===== config.mk =====
export PLATFORM = sky130hd
export DESIGN_NAME = vitcli_top
export DESIGN_NICKNAME = d
export VERILOG_FILES = /design/src/shared/vitcli_pkg.sv /design/src/hw/vitcli_top.sv /design/src/hw/vitcli_sync2.sv
export SDC_FILE = /design/constraint.sdc
export NUM_CORES = 1
export LEC_CHECK = 0
export ABC_CLOCK_PERIOD_IN_PS = 2600
export BUFFER_PORTS_ARGS = -buffer_cell sky130_fd_sc_hd__buf_2
export CORE_MARGIN = 5
export CORE_UTILIZATION = 35
export DETAILED_ROUTE_END_ITERATION = 8
export HOLD_SLACK_MARGIN = 0.08
export PLACE_DENSITY = 0.55
export SETUP_SLACK_MARGIN = 0.05
export SLEW_MARGIN = 20
export SYNTH_ARGS = -nofsm -noshare
export SYNTH_HDL_FRONTEND = slang
export SYNTH_SLANG_ARGS = --single-unit

===== constraint.sdc =====
create_clock -name clk -period 2.6 [get_ports clk]
set_input_delay 0.39 -clock clk [delete_from_list [all_inputs] [get_ports clk]]
set_output_delay 0.39 -clock clk [all_outputs]
set_load 0.005 [all_outputs]

===== src/shared/vitcli_pkg.sv =====
// How it works
// - oscillator runs at eight times bit rate
// - divider makes bit rate, counts line bits
// - selected line releases delay timer, starts line
// - first bit 10.5 or 11.5 us after sync, plus delay_trim cycles
// - on timeout key on, shift 96 bits
// - serial data re-registered on line-aligned bit phase
// - first and last three bits forced zero
// - key off burst, ends before next sync
// - keyer control is complementary output pair
// - vertical sync raises host interrupt
// - burst window sets phase flag on positive phase
// - controller clock is crystal divided by fifteen
// - remote inputs latched
// - mode jumper selects colour-framed or free-framed
// - two 4-bit fields pick insertion lines
package vitcli_pkg;
  localparam int          BITS_PER_LINE = 96;
  localparam int          GUARD_BITS    = 3;
  localparam int          OSC_PER_BIT   = 8;
  localparam int          CTRL_DIV      = 15;
  localparam real         CLK_MHZ       = 100.0;
  localparam real         DELAY_NTSC_US = 10.5;
  localparam real         DELAY_PAL_US  = 11.5;
  localparam int          DELAY_NTSC_CYC = int'(DELAY_NTSC_US * CLK_MHZ);
  localparam int          DELAY_PAL_CYC  = int'(DELAY_PAL_US * CLK_MHZ);
  localparam logic [11:0] DELAY_NTSC    = DELAY_NTSC_CYC[11:0];
  localparam logic [11:0] DELAY_PAL     = DELAY_PAL_CYC[11:0];
  localparam logic [4:0]  FIRST_LINE    = 5'h06;
  localparam logic [4:0]  CF_LINE_NTSC  = 5'h0A;
  localparam logic [4:0]  CF_LINE_PAL   = 5'h06;
  localparam logic [2:0]  BITDIV_LAST   = 3'h7;
  localparam logic [3:0]  CTRLDIV_LAST  = 4'hE;

  typedef enum logic [1:0] {VITCLI_IDLE, VITCLI_DELAY, VITCLI_SHIFT} vitcli_state_t;

  // host side load port
  typedef struct packed {
    logic                     load;
    logic [BITS_PER_LINE-1:0] pattern;
  } vitcli_load_t;

  // switch and jumper settings
  typedef struct packed {
    logic       pal;
    logic       colour_framed_setting;
    logic [3:0] line_a;
    logic [3:0] line_b;
    logic [6:0] delay_trim;
  } vitcli_cfg_t;
endpackage


===== src/hw/vitcli_top.sv =====
`timescale 1ns/1ps
module vitcli_top (
  // clock and reset
  input  wire logic                 clk,
  input  wire logic                 nrst,
  // host load port, switch settings and phase controls
  input  wire vitcli_pkg::vitcli_load_t host_load,
  input  wire vitcli_pkg::vitcli_cfg_t  cfg,
  input  wire logic                 phase_clear,
  input  wire logic                 burst_enable,
  // video timing pins and remote inputs
  input  wire logic                 hsync_pin,
  input  wire logic                 vsync_pin,
  input  wire logic                 burst_window_pin,
  input  wire logic                 burst_phase_pin,
  input  wire logic [7:0]           remote_pin_n,
  // outputs
  output logic                      vitc_data,
  output logic [1:0]                keyer_select_pair,
  output logic                      vsync_irq,
  output logic                      phase_flag,
  output logic [7:0]                remote_latch,
  output logic                      ctrl_clk_en,
  output logic                      bit_oscillator_testpoint
);
  logic [11:0] pin_s;

  vitcli_sync2 #(.W(12)) u_sync (
    .clk  (clk),
    .nrst (nrst),
    .d    ({hsync_pin, vsync_pin, burst_window_pin, burst_phase_pin, remote_pin_n}),
    .q    (pin_s)
  );

  typedef struct packed {
    vitcli_pkg::vitcli_state_t st;
    logic [2:0]  bitdiv;
    logic [2:0]  bitph;
    logic [6:0]  bitcnt;
    logic [11:0] delay;
    logic [4:0]  line;
    logic [95:0] shreg;
    logic        vitc_data;
    logic [1:0]  keyer;
    logic        hs_d;
    logic        vs_d;
    logic        win_d;
    logic        irq;
    logic        phase;
    logic [7:0]  remote;
    logic [3:0]  ctrldiv;
    logic        ctrl_en;
    logic        bit_en;
  } vitcli_reg_t;

  vitcli_reg_t r_ff;
  vitcli_reg_t nxt_r;

  logic        hs_rise;
  logic        vs_rise;
  logic        win_rise;
  logic        sel_line;
  logic        guard;
  logic [11:0] delay_load;
  logic [4:0]  line_a;
  logic [4:0]  line_b;

  always_comb
  begin
    hs_rise   = pin_s[11] && !r_ff.hs_d;
    vs_rise   = pin_s[10] && !r_ff.vs_d;
    win_rise  = pin_s[9] && !r_ff.win_d;
    line_a    = vitcli_pkg::FIRST_LINE + {1'b0, cfg.line_a};
    line_b    = vitcli_pkg::FIRST_LINE + {1'b0, cfg.line_b};
    sel_line  = (r_ff.line == line_a) || (r_ff.line == line_b);
    delay_load = (cfg.pal ? vitcli_pkg::DELAY_PAL : vitcli_pkg::DELAY_NTSC)
                 + {5'h00, cfg.delay_trim};
    guard     = (r_ff.bitcnt < 7'(vitcli_pkg::GUARD_BITS))
                || (r_ff.bitcnt >= 7'(vitcli_pkg::BITS_PER_LINE - vitcli_pkg::GUARD_BITS));
    nxt_r         = r_ff;
    nxt_r.hs_d    = pin_s[11];
    nxt_r.vs_d    = pin_s[10];
    nxt_r.win_d   = pin_s[9];
    nxt_r.bit_en  = 1'b0;
    nxt_r.irq     = vs_rise;
    nxt_r.remote  = ~pin_s[7:0];
    // controller clock enable
    nxt_r.ctrl_en = (r_ff.ctrldiv == vitcli_pkg::CTRLDIV_LAST);
    nxt_r.ctrldiv = nxt_r.ctrl_en ? 4'h0 : r_ff.ctrldiv + 4'h1;
    // bit rate enable every eight cycles
    nxt_r.bitdiv  = r_ff.bitdiv + 3'h1;
    if (r_ff.bitdiv == vitcli_pkg::BITDIV_LAST)
      nxt_r.bit_en = 1'b1;
    // line counting from vertical sync
    if (vs_rise)
      nxt_r.line = 5'h00;
    else if (hs_rise && r_ff.line != 5'h1F)
      nxt_r.line = r_ff.line + 5'h01;
    // host loads the pattern whenever load is high while idle
    if (host_load.load && r_ff.st == vitcli_pkg::VITCLI_IDLE)
      nxt_r.shreg = host_load.pattern;
    // burst phase detector, set wins over clear
    if (phase_clear)
      nxt_r.phase = 1'b0;
    if (burst_enable && cfg.colour_framed_setting && win_rise && pin_s[8])
      nxt_r.phase = 1'b1;
    case (r_ff.st)
      vitcli_pkg::VITCLI_IDLE:
      begin
        nxt_r.keyer = 2'b10;
        if (hs_rise && sel_line)
        begin
          nxt_r.delay = delay_load;
          nxt_r.st    = vitcli_pkg::VITCLI_DELAY;
        end
      end
      vitcli_pkg::VITCLI_DELAY:
      begin
        if (r_ff.delay == 12'h000)
        begin
          nxt_r.st     = vitcli_pkg::VITCLI_SHIFT;
          nxt_r.bitcnt = 7'h00;
          nxt_r.bitph  = 3'h0;
          nxt_r.keyer  = 2'b01;
        end
        else
          nxt_r.delay = r_ff.delay - 12'h001;
      end
      vitcli_pkg::VITCLI_SHIFT:
      begin
        // line-aligned bit phase keeps the free divider undisturbed
        nxt_r.bitph = r_ff.bitph + 3'h1;
        if (r_ff.bitph == vitcli_pkg::BITDIV_LAST)
        begin
          nxt_r.vitc_data = guard ? 1'b0 : r_ff.shreg[95];
          nxt_r.shreg     = {r_ff.shreg[94:0], 1'b0};
          nxt_r.bitcnt    = r_ff.bitcnt + 7'h01;
          if (r_ff.bitcnt == 7'(vitcli_pkg::BITS_PER_LINE))
          begin
            nxt_r.st        = vitcli_pkg::VITCLI_IDLE;
            nxt_r.keyer     = 2'b10;
            nxt_r.vitc_data = 1'b0;
          end
        end
      end
      default:
        nxt_r.st = vitcli_pkg::VITCLI_IDLE;
    endcase
  end

  always_ff @(posedge clk or negedge nrst)
  begin
    if (!nrst)
    begin
      r_ff       <= '0;
      r_ff.keyer <= 2'b10;
    end
    else
      r_ff <= nxt_r;
  end

  assign vitc_data                = r_ff.vitc_data;
  assign keyer_select_pair        = r_ff.keyer;
  assign vsync_irq                = r_ff.irq;
  assign phase_flag               = r_ff.phase;
  assign remote_latch             = r_ff.remote;
  assign ctrl_clk_en              = r_ff.ctrl_en;
  assign bit_oscillator_testpoint = r_ff.bit_en;
endmodule


===== src/hw/vitcli_sync2.sv =====
`timescale 1ns/1ps
module vitcli_sync2 #(
  parameter int W = 1
) (
  // clock and reset
  input  wire logic         clk,
  input  wire logic         nrst,
  // data
  input  wire logic [W-1:0] d,
  output logic      [W-1:0] q
);
  typedef struct packed {
    logic [W-1:0] s1;
    logic [W-1:0] s2;
  } vitcli_s2_t;
  vitcli_s2_t r_ff;
  vitcli_s2_t nxt_r;
  always_comb
  begin
    nxt_r.s1 = d;
    nxt_r.s2 = r_ff.s1;
  end
  always_ff @(posedge clk or negedge nrst)
  begin
    if (!nrst)
      r_ff <= '0;
    else
      r_ff <= nxt_r;
  end
  assign q = r_ff.s2;
endmodule


==> results.json, run 1 <==
{
  "outcome": "finished, final reports clean",
  "syn2layout_area_growth_pct": 23.6,
  "yosysUniqueCellTypes": 52,
  "asyncSetResetFlopFracSynth": 1.00,
  "crit_path_max_fanout": 7,
  "dieHeight_um": 160,
  "synth_ff_type": "dfrtp_1",
  "worst_pin_slew_ns": 0.577,
  "fin_area_mm2": 0.00970,
  "post_cts_buffers": 0,
  "fin_tns_setup_ns": 0,
  "htreeDepth": 4,
  "nets": 1028,
  "register_area_mm2": 0.00436,
  "p_leak_nw": 3.78,
  "hp-start": "phase_clear",
  "synthCells": 736,
  "crit_arrival_ns": 2.52,
  "cp-start-kind": "register",
  "syn-cell-area_mm2": 0.00785,
  "synth_enable_flop_cells": 0,
  "drt.antenna.violating_nets": 0,
  "fill_cells": 2091,
  "skew_ns": 0.0153,
  "grt_overflow": 0,
  "p_per_area_mw_per_mm2": 599,
  "yosysWarnings": 0,
  "synth.largest_area_cell": "dfrtp_1",
  "r2r_end": "r_ff[127]$_DFFE_PN0P_",
  "route.detailed.drc": 0,
  "grt_pass1_wl_mm": 28.4,
  "hold_viol_final": 0,
  "ioPinCount": 145,
  "synthAdderAreaFrac": 0.0281,
  "antennaDiodeCount": 0,
  "final-setup-viol-count": 0,
  "synthesis.nets": 883,
  "synth.avg_cell_area_um2": 10.7,
  "die_w_um": 160,
  "max_cap_viol_count": 0,
  "ff2ff_setup_slack_ns": 0.40,
  "hold_path.class": "primary input to register",
  "fp.dieArea_mm2": 0.0255,
  "fin_ws_ns": 0.396,
  "cts_tree": "yes",
  "regToRegStartpoint": "r_ff[131]$_DFFE_PN0P_",
  "fmax_mhz": 454,
  "critPathKind": "register to register",
  "cp.required_ns": 2.92,
  "synth_area_leaders": "dfrtp_1 (55%), mux2i_1 (13%), o21ai_0 (7.1%)",
  "rsz0062_at_grt": "false",
  "insertion_delay_ns": 0.44,
  "synth_most_common_cell": "dfrtp_1",
  "synth_xor_area_frac": 0.0212,
  "rr_worst_depth": 6,
  "multiInputGateArea_mm2": 0.00318,
  "dp_hpwl_mm": 11.7,
  "fin_crit_sh": 0.848,
  "peakVddDrop_uv": 350,
  "fin_crit_ns": 2.20,
  "floorplan.initialDensity": 0.357,
  "synth.area.mux_share": 0.128,
  "place_area_mm2": 0.00893,
  "maxSlewViolCount": 0,
  "ys_ff_latch": 174,
  "synth_top_family_by_area": "multiplexers",
  "pre_cts_slack_ns": 0.171,
  "grt_max_degree": 113,
  "grtUsageTotal": 0.135,
  "min_to": "phase_flag$_DFFE_PN0P_",
  "drive_gt1_frac": 0.232,
  "min_path_cells": 2,
  "dr.pass1.iters": 5,
  "synth_top_area_share": 0.552,
  "core.rowCount": 54,
  "drtIter0Drc": 206,
  "synth_compound_area_frac": 0.113,
  "clockBufferDepth": 2,
  "synthSimpleGateAreaFrac": 0.114,
  "numCtsBuffers": 17,
  "wl_mm": 16.8,
  "clock-root-buffer": "clkbuf_16",
  "slew_headroom": 0.612,
  "place_congestion": 0.790,
  "core-area_mm2": 0.0220,
  "clkSlewWorstSetupHoldPaths_ns": 0.08,
  "grt_pass1_vias": 5671,
  "cts.sinks": 174,
  "synth_top_cells_by_count": "dfrtp_1 (173), nand2_1 (122), o21ai_0 (112)",
  "vias": 5618,
  "yosysSeqAreaShare": 0.555,
  "wl_per_cell_um": 14.3,
  "vias_per_cell": 4.79,
  "antenna_found_initial": 1,
  "crit_path_end_kind": "register",
  "port-buffer-count": 144
}
-- through the flow --
step	hold slack, ns	total power, mW	instances	utilization
after floorplan	0.0944	2.92	736	-
after global placement	0.332	3.11	1129	0.407
after detailed placement	0.337	3.12	1129	0.407
after CTS	0.112	5.92	1174	0.442
after global routing	0.117	6.07	1174	0.442
final	0.141	5.82	1174	0.442
-- cells in the final DEF (no fill, tap or decap), types with 5 or more instances in the layout --
cell type and instances:
nand4_1 5, nor3_1 6, buf_4 10, nand2b_1 6, dfrtp_1 173, xor2_1 9
inv_12 7, buf_12 8, mux2i_1 99, nand2_1 122, nand3_1 7, o211ai_1 5
ha_1 16, nor2_1 26, or3_1 6, clkbuf_16 17, xnor2_1 10, inv_1 20
o21ai_0 112, buf_2 143, nor2b_1 5, dlygate4sd3_1 13, a21oi_1 9, nor4_1 5
-- layout make-up --
class / instances / area share
clock buffer: 17 / 0.0438
clock inverter: 15 / 0.0227
inverter: 21 / 0.00812
multi-input combinational: 492 / 0.328
sequential: 174 / 0.449
tap: 280 / 0.0361
timing repair buffer: 175 / 0.113
-- flip-flops by register name, summed over array words and instances (netlist names) --
name,cells
r_ff,135
u_sync.nxt_r,12
u_sync.q,12
remote_latch,8
keyer_select_pair,2
bit_oscillator_testpoint,1
ctrl_clk_en,1
phase_flag,1
vitc_data,1
vsync_irq,1
-- per-layer routing --
| layer | global-route usage | vias to the layer above | routed length, µm |
|---|---|---|---|
| li1 | - | 2824 | - |
| met1 | 0.176 | 2690 | 7600 |
| met2 | 0.221 | 88 | 8200 |
| met3 | 0.0366 | 14 | 735 |
| met4 | 0.0414 | 2 | 214 |
| met5 | 0 | - | 7 |
-- worst max-delay path, stage by stage, from the launching register on --
cell and delay [ns]:
dfrtp_1 0.44, or4_1 0.63, nor4_2 0.42, nor2_1 0.21
a31oi_1 0.20, nand2_1 0.07, o211a_1 0.12
-- what timing repair did --
item	CTS	global route
gates resized for setup	0	0
hold buffers	13	0
endpoints found under the hold margin	67	0
-- power breakdown --
part           switching [mW]  internal (mW)  leakage [nW]
Sequential             0.0304           2.75          1.79
Combinational           0.146          0.147          1.67
Clock                    1.38           1.37         0.311
Total                    1.55           4.26          3.78
-- worst max path at each step --
stage,cells past startpoint,endpoint,startpoint,slack [ns]
after global routing,6,r_ff[127]$_DFFE_PN0P_,r_ff[131]$_DFFE_PN0P_,0.24
after floorplan,8,r_ff[128]$_DFFE_PN0P_,cfg[8],0.44
after detailed placement,10,r_ff[130]$_DFFE_PN0P_,cfg[12],0.17
after global placement,10,r_ff[130]$_DFFE_PN0P_,cfg[12],0.20
after CTS,5,r_ff[128]$_DFFE_PN0P_,r_ff[131]$_DFFE_PN0P_,0.40
final,6,r_ff[127]$_DFFE_PN0P_,r_ff[131]$_DFFE_PN0P_,0.40
-- logic make-up after synthesis --
family / count (synthesis)
adders and majority gates: 17
buffers and inverters: 70
and+or+nand+nor: 202
AOI/OAI and AO/OA: 154
xor gates and xnor gates: 19
DFF: 174
muxes: 100
No activity file was read; power rests on OpenSTA's default activity.
==> run 2: changes to the inputs <==
- ABC_AREA: not set -> 1
- ABC_CLOCK_PERIOD_IN_PS: 2600 -> 2000
- PLACE_DENSITY: 0.55 -> 0.57
- clock period: 2.6 -> 2 ns (I/O delays scaled with it)
==> run 2 against run 1 <==
  * Fmax rose by 28%
  * Die area rose by 2.2%
  * Cell area up 0.54%
  * First-iteration DRC count up 61%
  * Wire length rose by 5.3%
  * Count of clock-buffer cells in the layout rose by 3
  * Core utilization fell by 1.1 points
  * Total power increased by 76%
==> results.json, run 2 <==
{
  "synth.avg_cell_area_um2": 8.61,
  "p_per_area_mw_per_mm2": 1050,
  "drive_gt1_frac": 0.201,
  "wl_per_cell_um": 12.8,
  "fmax_mhz": 579,
  "synth_top_cells_by_count": "nand2_1 (292), dfrtp_1 (173), nor2_1 (132)",
  "p_leak_nw": 4.68,
  "synth_most_common_cell": "nand2_1",
  "grt_pass1_vias": 6328,
  "fin_crit_ns": 1.73,
  "drtIter0Drc": 332,
  "yosysSeqAreaShare": 0.542,
  "r2r_end": "r_ff[48]$_DFF_PN0_",
  "grt_max_degree": 97,
  "max_flop_register": "r_ff",
  "crit_path_max_fanout": 38,
  "nets": 1223,
  "dr.pass1.iters": 5,
  "clockBufferDepth": 2,
  "insertion_delay_ns": 0.42,
  "dieHeight_um": 161,
  "fin_crit_sh": 0.863,
  "met3_usage": 0.0362,
  "maxSlewViolCount": 0,
  "grtUsageTotal": 0.138,
  "max_stage_delay_ns": 0.40,
  "syn-cell-area_mm2": 0.00803,
  "cts_tree": "yes",
  "vias_per_cell": 4.71,
  "route.detailed.drc": 0,
  "synth_ff_type": "dfrtp_1",
  "drt.antenna.violating_nets": 0,
  "htreeDepth": 4,
  "grt_use_met1": 0.186,
  "core.rowCount": 55,
  "grt_busiest_layer": "met2",
  "synth_area_leaders": "dfrtp_1 (54%), nand2_1 (14%), a31oi_1 (7.5%)",
  "synth_enable_flop_cells": 0,
  "layout_commonest_cell": "nand2_1",
  "synth_top_area_share": 0.539,
  "rr_worst_depth": 6,
  "finalPower_mw": 10.2,
  "critPathKind": "register to register",
  "port-buffer-count": 144,
  "cp.required_ns": 2.33,
  "slew_headroom": 0.664,
  "stdcell_count": 1374,
  "wl_mm": 17.6,
  "hp-start": "host_load[69]",
  "final_cell_mix": "nand2_1 (292), dfrtp_1 (173), buf_2 (143)",
  "asyncSetResetFlopFracSynth": 1.00,
  "min_path_cells": 3,
  "numCtsBuffers": 17,
  "yosysWarnings": 0,
  "fin_tns_setup_ns": 0,
  "crit_arrival_ns": 2.06,
  "fin_area_mm2": 0.00976,
  "max_cap_viol_count": 0,
  "cts.sinks": 174,
  "crit_path_end_kind": "register",
  "rsz0062_at_grt": "false",
  "ff2ff_setup_slack_ns": 0.27,
  "outcome": "finished, final reports clean",
  "grt_pass1_wl_mm": 30.0,
  "die_w_um": 161,
  "synth.largest_area_cell": "dfrtp_1",
  "synthCells": 933,
  "grt_overflow": 0,
  "worst_pin_slew_ns": 0.505,
  "grtUsageMet2": 0.223,
  "syn2layout_area_growth_pct": 21.4,
  "core-area_mm2": 0.0226,
  "hold_path.class": "primary input to register",
  "largest_reg_flops": 135,
  "holdWs_ns": 0.120,
  "min_to": "r_ff[91]$_DFF_PN0_",
  "worstPathCellList": "ha_1, ha_1, nand2_8, buf_4, nor2_1, a31oi_1",
  "antenna_found_initial": 1,
  "fp.dieArea_mm2": 0.0261,
  "synthesis.nets": 1080,
  "clkSlewWorstSetupHoldPaths_ns": 0.08,
  "final-setup-viol-count": 0,
  "dp_hpwl_mm": 12.2,
  "ioPinCount": 145,
  "cp.buffers_inverters": 1,
  "cp.depth": 6,
  "place_area_mm2": 0.00902,
  "clock-root-buffer": "clkbuf_16",
  "skew_ns": 0.0142,
  "regToRegStartpoint": "r_ff[142]$_DFFE_PN0P_",
  "yosysUniqueCellTypes": 39,
  "hold_viol_final": 0,
  "place_congestion": 0.773,
  "floorplan.initialDensity": 0.355,
  "placedCellCount": 1328,
  "ys_ff_latch": 174,
  "peakVddDrop_uv": 543,
  "fill_cells": 2279,
  "crit_top_cell": "ha_1",
  "antennaDiodeCount": 0,
  "slowest_stage": "dfrtp_1",
  "cp-start-kind": "register",
  "path_delay_family": "adder cells",
  "vias": 6472
}
==> run 2: changes by cell type in the layout (fill, tap and decap cells not counted), sizes merged, moves of 6 or more <==
cell	delta
nand2	+176
nor2	+113
mux2i	-98
o21ai	-95
a31oi	+94
inv	+33
nand3	+27
xor2	-7
nand2b	-6
or3	-6
==> run 2: worst max-delay path by stage <==
stage / end / slack (ns) / startpoint
finish: r_ff[48]$_DFF_PN0_ / 0.27 / r_ff[142]$_DFFE_PN0P_
global route: r_ff[121]$_DFFE_PN0P_ / 0.14 / r_ff[119]$_DFFE_PN0P_
CTS: r_ff[121]$_DFFE_PN0P_ / 0.27 / r_ff[119]$_DFFE_PN0P_
detailed placement: r_ff[124]$_DFFE_PN0P_ / 0.20 / cfg[8]
global placement: r_ff[128]$_DFFE_PN0P_ / 0.25 / cfg[2]
floorplan: r_ff[128]$_DFFE_PN0P_ / 0.44 / cfg[2]
==> run 2: report_power, final <==
part / switching (mW) / leakage [nW] / internal [mW] / total, mW
sequential: 0.472 / 1.84 / 4.35 / 4.82
combinational: 1.11 / 2.55 / 0.949 / 2.06
clock: 1.51 / 0.289 / 1.85 / 3.35
total: 3.09 / 4.68 / 7.15 / 10.2
==> run 2: kinds of logic after synthesis <==
| group | count (synthesis) | synth area share |
|---|---|---|
| AO/OA/AOI/OAI | 131 | 0.0984 |
| XOR/XNOR | 7 | 0.00763 |
| adder cells (fa/ha/maj) | 17 | 0.0274 |
| buffers and inverters | 115 | 0.0760 |
| flip-flops | 174 | 0.542 |
| multiplexers | 1 | 0.00125 |
| AND/OR/NAND/NOR | 488 | 0.247 |
==> run 2: repair_timing <==
| item | 4_1_cts | 5_1_grt |
|---|---|---|
| endpoints found under the hold margin | 58 | 0 |
| resized for setup | 0 | 0 |
| hold buffers | 14 | 0 |
| setup buffers | 0 | 0 |
==> run 2: through the flow <==
step / worst slack (ns) / utilization
after global placement: 0.251 / 0.398
final: 0.273 / 0.431
after floorplan: 0.438 / -
after CTS: 0.270 / 0.431
after detailed placement: 0.203 / 0.398
after global routing: 0.138 / 0.431
==> run 2: tightest hold or removal path: cells and delay by family <==
family | cells | cell delay, ns
and+or+nand+nor | 1 | 0.05
buffers and inverters | 1 | 0.09
AOI/OAI and AO/OA | 1 | 0.06
==> run 2: layer usage <==
metal | vias up | wire length [µm]
met5 | - | 0
met2 | 128 | 8190
li1 | 3304 | -
met1 | 3026 | 8460
met4 | 0 | 193
met3 | 14 | 796
==> run 2: cell type report <==
type                            count  area [µm²]  area share
Timing Repair Buffer              179        1140       0.117
Clock inverter                     12         141      0.0145
Inverter                           60         228      0.0233
Tap cell                          285         357      0.0366
Clock buffer                       20         457      0.0468
Sequential cell                   174        4360       0.446
Multi-Input combinational cell    644        3080       0.316
==> run 3: changes to the inputs <==
- CORE_ASPECT_RATIO: not set -> 1.1
- RECOVER_POWER: not set -> 50
==> run 3 against run 2 <==
  * First-iteration DRC count rose by 0.30%
  * Via count fell by 0.93%
  * Non-clock buffer count fell by 3
  * Clock power barely moved
  * Cell count rose by 0.87%
  * Combinational power barely moved
  * Sequential power barely moved
  * Highest routed layer unchanged
==> results.json, run 3 (same netlist as run 2, synthesis figures left out) <==
{
  "rsz0062_at_grt": "false",
  "cp.required_ns": 2.33,
  "outcome": "finished, final reports clean",
  "crit_arrival_ns": 2.06,
  "drive_gt1_frac": 0.198,
  "cp.buffers_inverters": 1,
  "die_w_um": 154,
  "finalPower_mw": 10.2,
  "final-setup-viol-count": 0,
  "route.detailed.drc": 0,
  "placedCellCount": 1340,
  "maxSlewViolCount": 0,
  "slowest_stage": "dfrtp_1",
  "cts_resized": 0,
  "core.rowCount": 58,
  "peakVddDrop_uv": 524,
  "clkSlewWorstSetupHoldPaths_ns": 0.08,
  "final_cell_mix": "nand2_1 (292), dfrtp_1 (173), buf_2 (141)",
  "skew_ns": 0.0138,
  "grtUsageTotal": 0.135,
  "htreeDepth": 4,
  "max_stage_delay_ns": 0.40,
  "route.met3.wl_um": 719,
  "hold_path.class": "primary input to register",
  "largest_reg_flops": 135,
  "top_layer_used": "met4",
  "antennaDiodeCount": 0,
  "antenna_found_initial": 0,
  "numCtsBuffers": 17,
  "fin_crit_ns": 1.72,
  "wl_met2_mm": 8.08,
  "max_flop_register": "r_ff",
  "p_per_area_mw_per_mm2": 1050,
  "cts.sinks": 174,
  "insertion_delay_ns": 0.42,
  "slew_headroom": 0.249,
  "clockBufferDepth": 2,
  "grt_pass1_vias": 6126,
  "dieHeight_um": 169,
  "crit_path_max_fanout": 34,
  "crit_path_end_kind": "register",
  "drtIter0Drc": 333,
  "worstPathCellList": "ha_1, ha_1, nand2_8, buf_4, nor2_1, a31oi_1",
  "floorplan.initialDensity": 0.354,
  "fp.dieArea_mm2": 0.0261,
  "drt-met1-wl_mm": 8.55,
  "port-buffer-count": 144,
  "ioPinCount": 145,
  "place_area_mm2": 0.00899,
  "core-area_mm2": 0.0227,
  "dr.pass1.iters": 4,
  "layout_commonest_cell": "nand2_1",
  "fin_tns_setup_ns": 0,
  "vias": 6412,
  "fill_cells": 2252,
  "p_sw_frac": 0.308,
  "stdcell_count": 1386,
  "grt_max_degree": 97,
  "path_delay_family": "adder cells",
  "vias_per_cell": 4.63,
  "clock-root-buffer": "clkbuf_16",
  "p_leak_nw": 4.66,
  "clkPwrFrac": 0.327,
  "wl_per_cell_um": 12.6,
  "fin_crit_sh": 0.861,
  "grt_overflow": 0,
  "hold_viol_final": 0,
  "fin_util": 0.427,
  "critPathKind": "register to register",
  "dp_hpwl_mm": 11.8,
  "crit_top_cell": "ha_1",
  "combPwrFrac": 0.200,
  "max_cap_viol_count": 0,
  "fin_area_mm2": 0.00971,
  "switching_power_mw": 3.15,
  "worst_pin_slew_ns": 1.13,
  "drt.antenna.violating_nets": 0,
  "place_congestion": 0.790,
  "pwr-share-seq": 0.472,
  "cts_tree": "yes",
  "fmax_mhz": 581,
  "cell_internal_pwr_mw": 7.07,
  "syn2layout_area_growth_pct": 20.9,
  "wl_mm": 17.5,
  "cp-start-kind": "register",
  "nets": 1220,
  "grt_pass1_wl_mm": 29.5
}
==> run 3: worst reg2reg max path, delay by kind of cell (launching register included) <==
kind / cells / cell delay (ns)
simple gates: 2 / 0.33
buf+inv: 1 / 0.28
compound gates: 1 / 0.16
fa+ha+maj: 2 / 0.47
flops: 1 / 0.40
==> run 3: final cells by class <==
cell class / count / area (µm²) / area share
flip-flops and latches: 174 / 4360 / 0.449
inverters: 60 / 228 / 0.0235
well taps: 300 / 375 / 0.0387
repair buffers: 176 / 1080 / 0.111
clock buffers: 17 / 425 / 0.0438
multi-input cells: 644 / 3080 / 0.317
clock inverters: 15 / 168 / 0.0173
==> run 3: what timing repair did <==
| item | CTS | global route |
|---|---|---|
| hold buffers | 14 | 0 |
| endpoints found under the hold margin | 49 | 0 |
| buffers inserted | 0 | 0 |
==> run 3: worst paths after layout <==
| check | depth (start not counted) | to | slack [ns] | from |
|---|---|---|---|---|
| max in group asynchronous | 3 | r_ff[59]$_DFF_PN0_ | 0.35 | nrst |
| worst min register to register | 0 | u_sync.q[10]$_DFF_PN0_ | 0.35 | u_sync.nxt_r[10]$_DFF_PN0_ |
| worst max-delay path | 6 | r_ff[48]$_DFF_PN0_ | 0.28 | r_ff[142]$_DFFE_PN0P_ |
| min in group asynchronous | 2 | u_sync.q[3]$_DFF_PN0_ | 0.64 | nrst |
| worst max register to register | 6 | r_ff[48]$_DFF_PN0_ | 0.28 | r_ff[142]$_DFFE_PN0P_ |
| worst min-delay path | 3 | r_ff[62]$_DFF_PN0_ | 0.12 | host_load[40] |
==> run 3: per-layer routing <==
layer / vias to the layer above / track usage
li1: 3308 / -
met1: 2968 / 0.193
met2: 124 / 0.212
met3: 12 / 0.0312
met4: 0 / 0.0303
met5: - / 0
==> run 3: power by group through the flow <==
stage               clock network (mW)  logic, mW  registers, mW
CTS                               3.47       2.09           4.83
floorplan                            0       1.55           4.76
global placement                     0       2.01           4.87
detailed placement                   0       2.06           4.88
global route                      3.61       2.39           4.93
finish                            3.35       2.05           4.83
==> run 3: per-stage QoR <==
stage	setup slack (ns)	hold slack, ns
detailed placement	0.215	0.259
global placement	0.235	0.259
floorplan	0.438	0.00441
CTS	0.260	0.103
global route	0.0776	0.110
finish	0.278	0.122
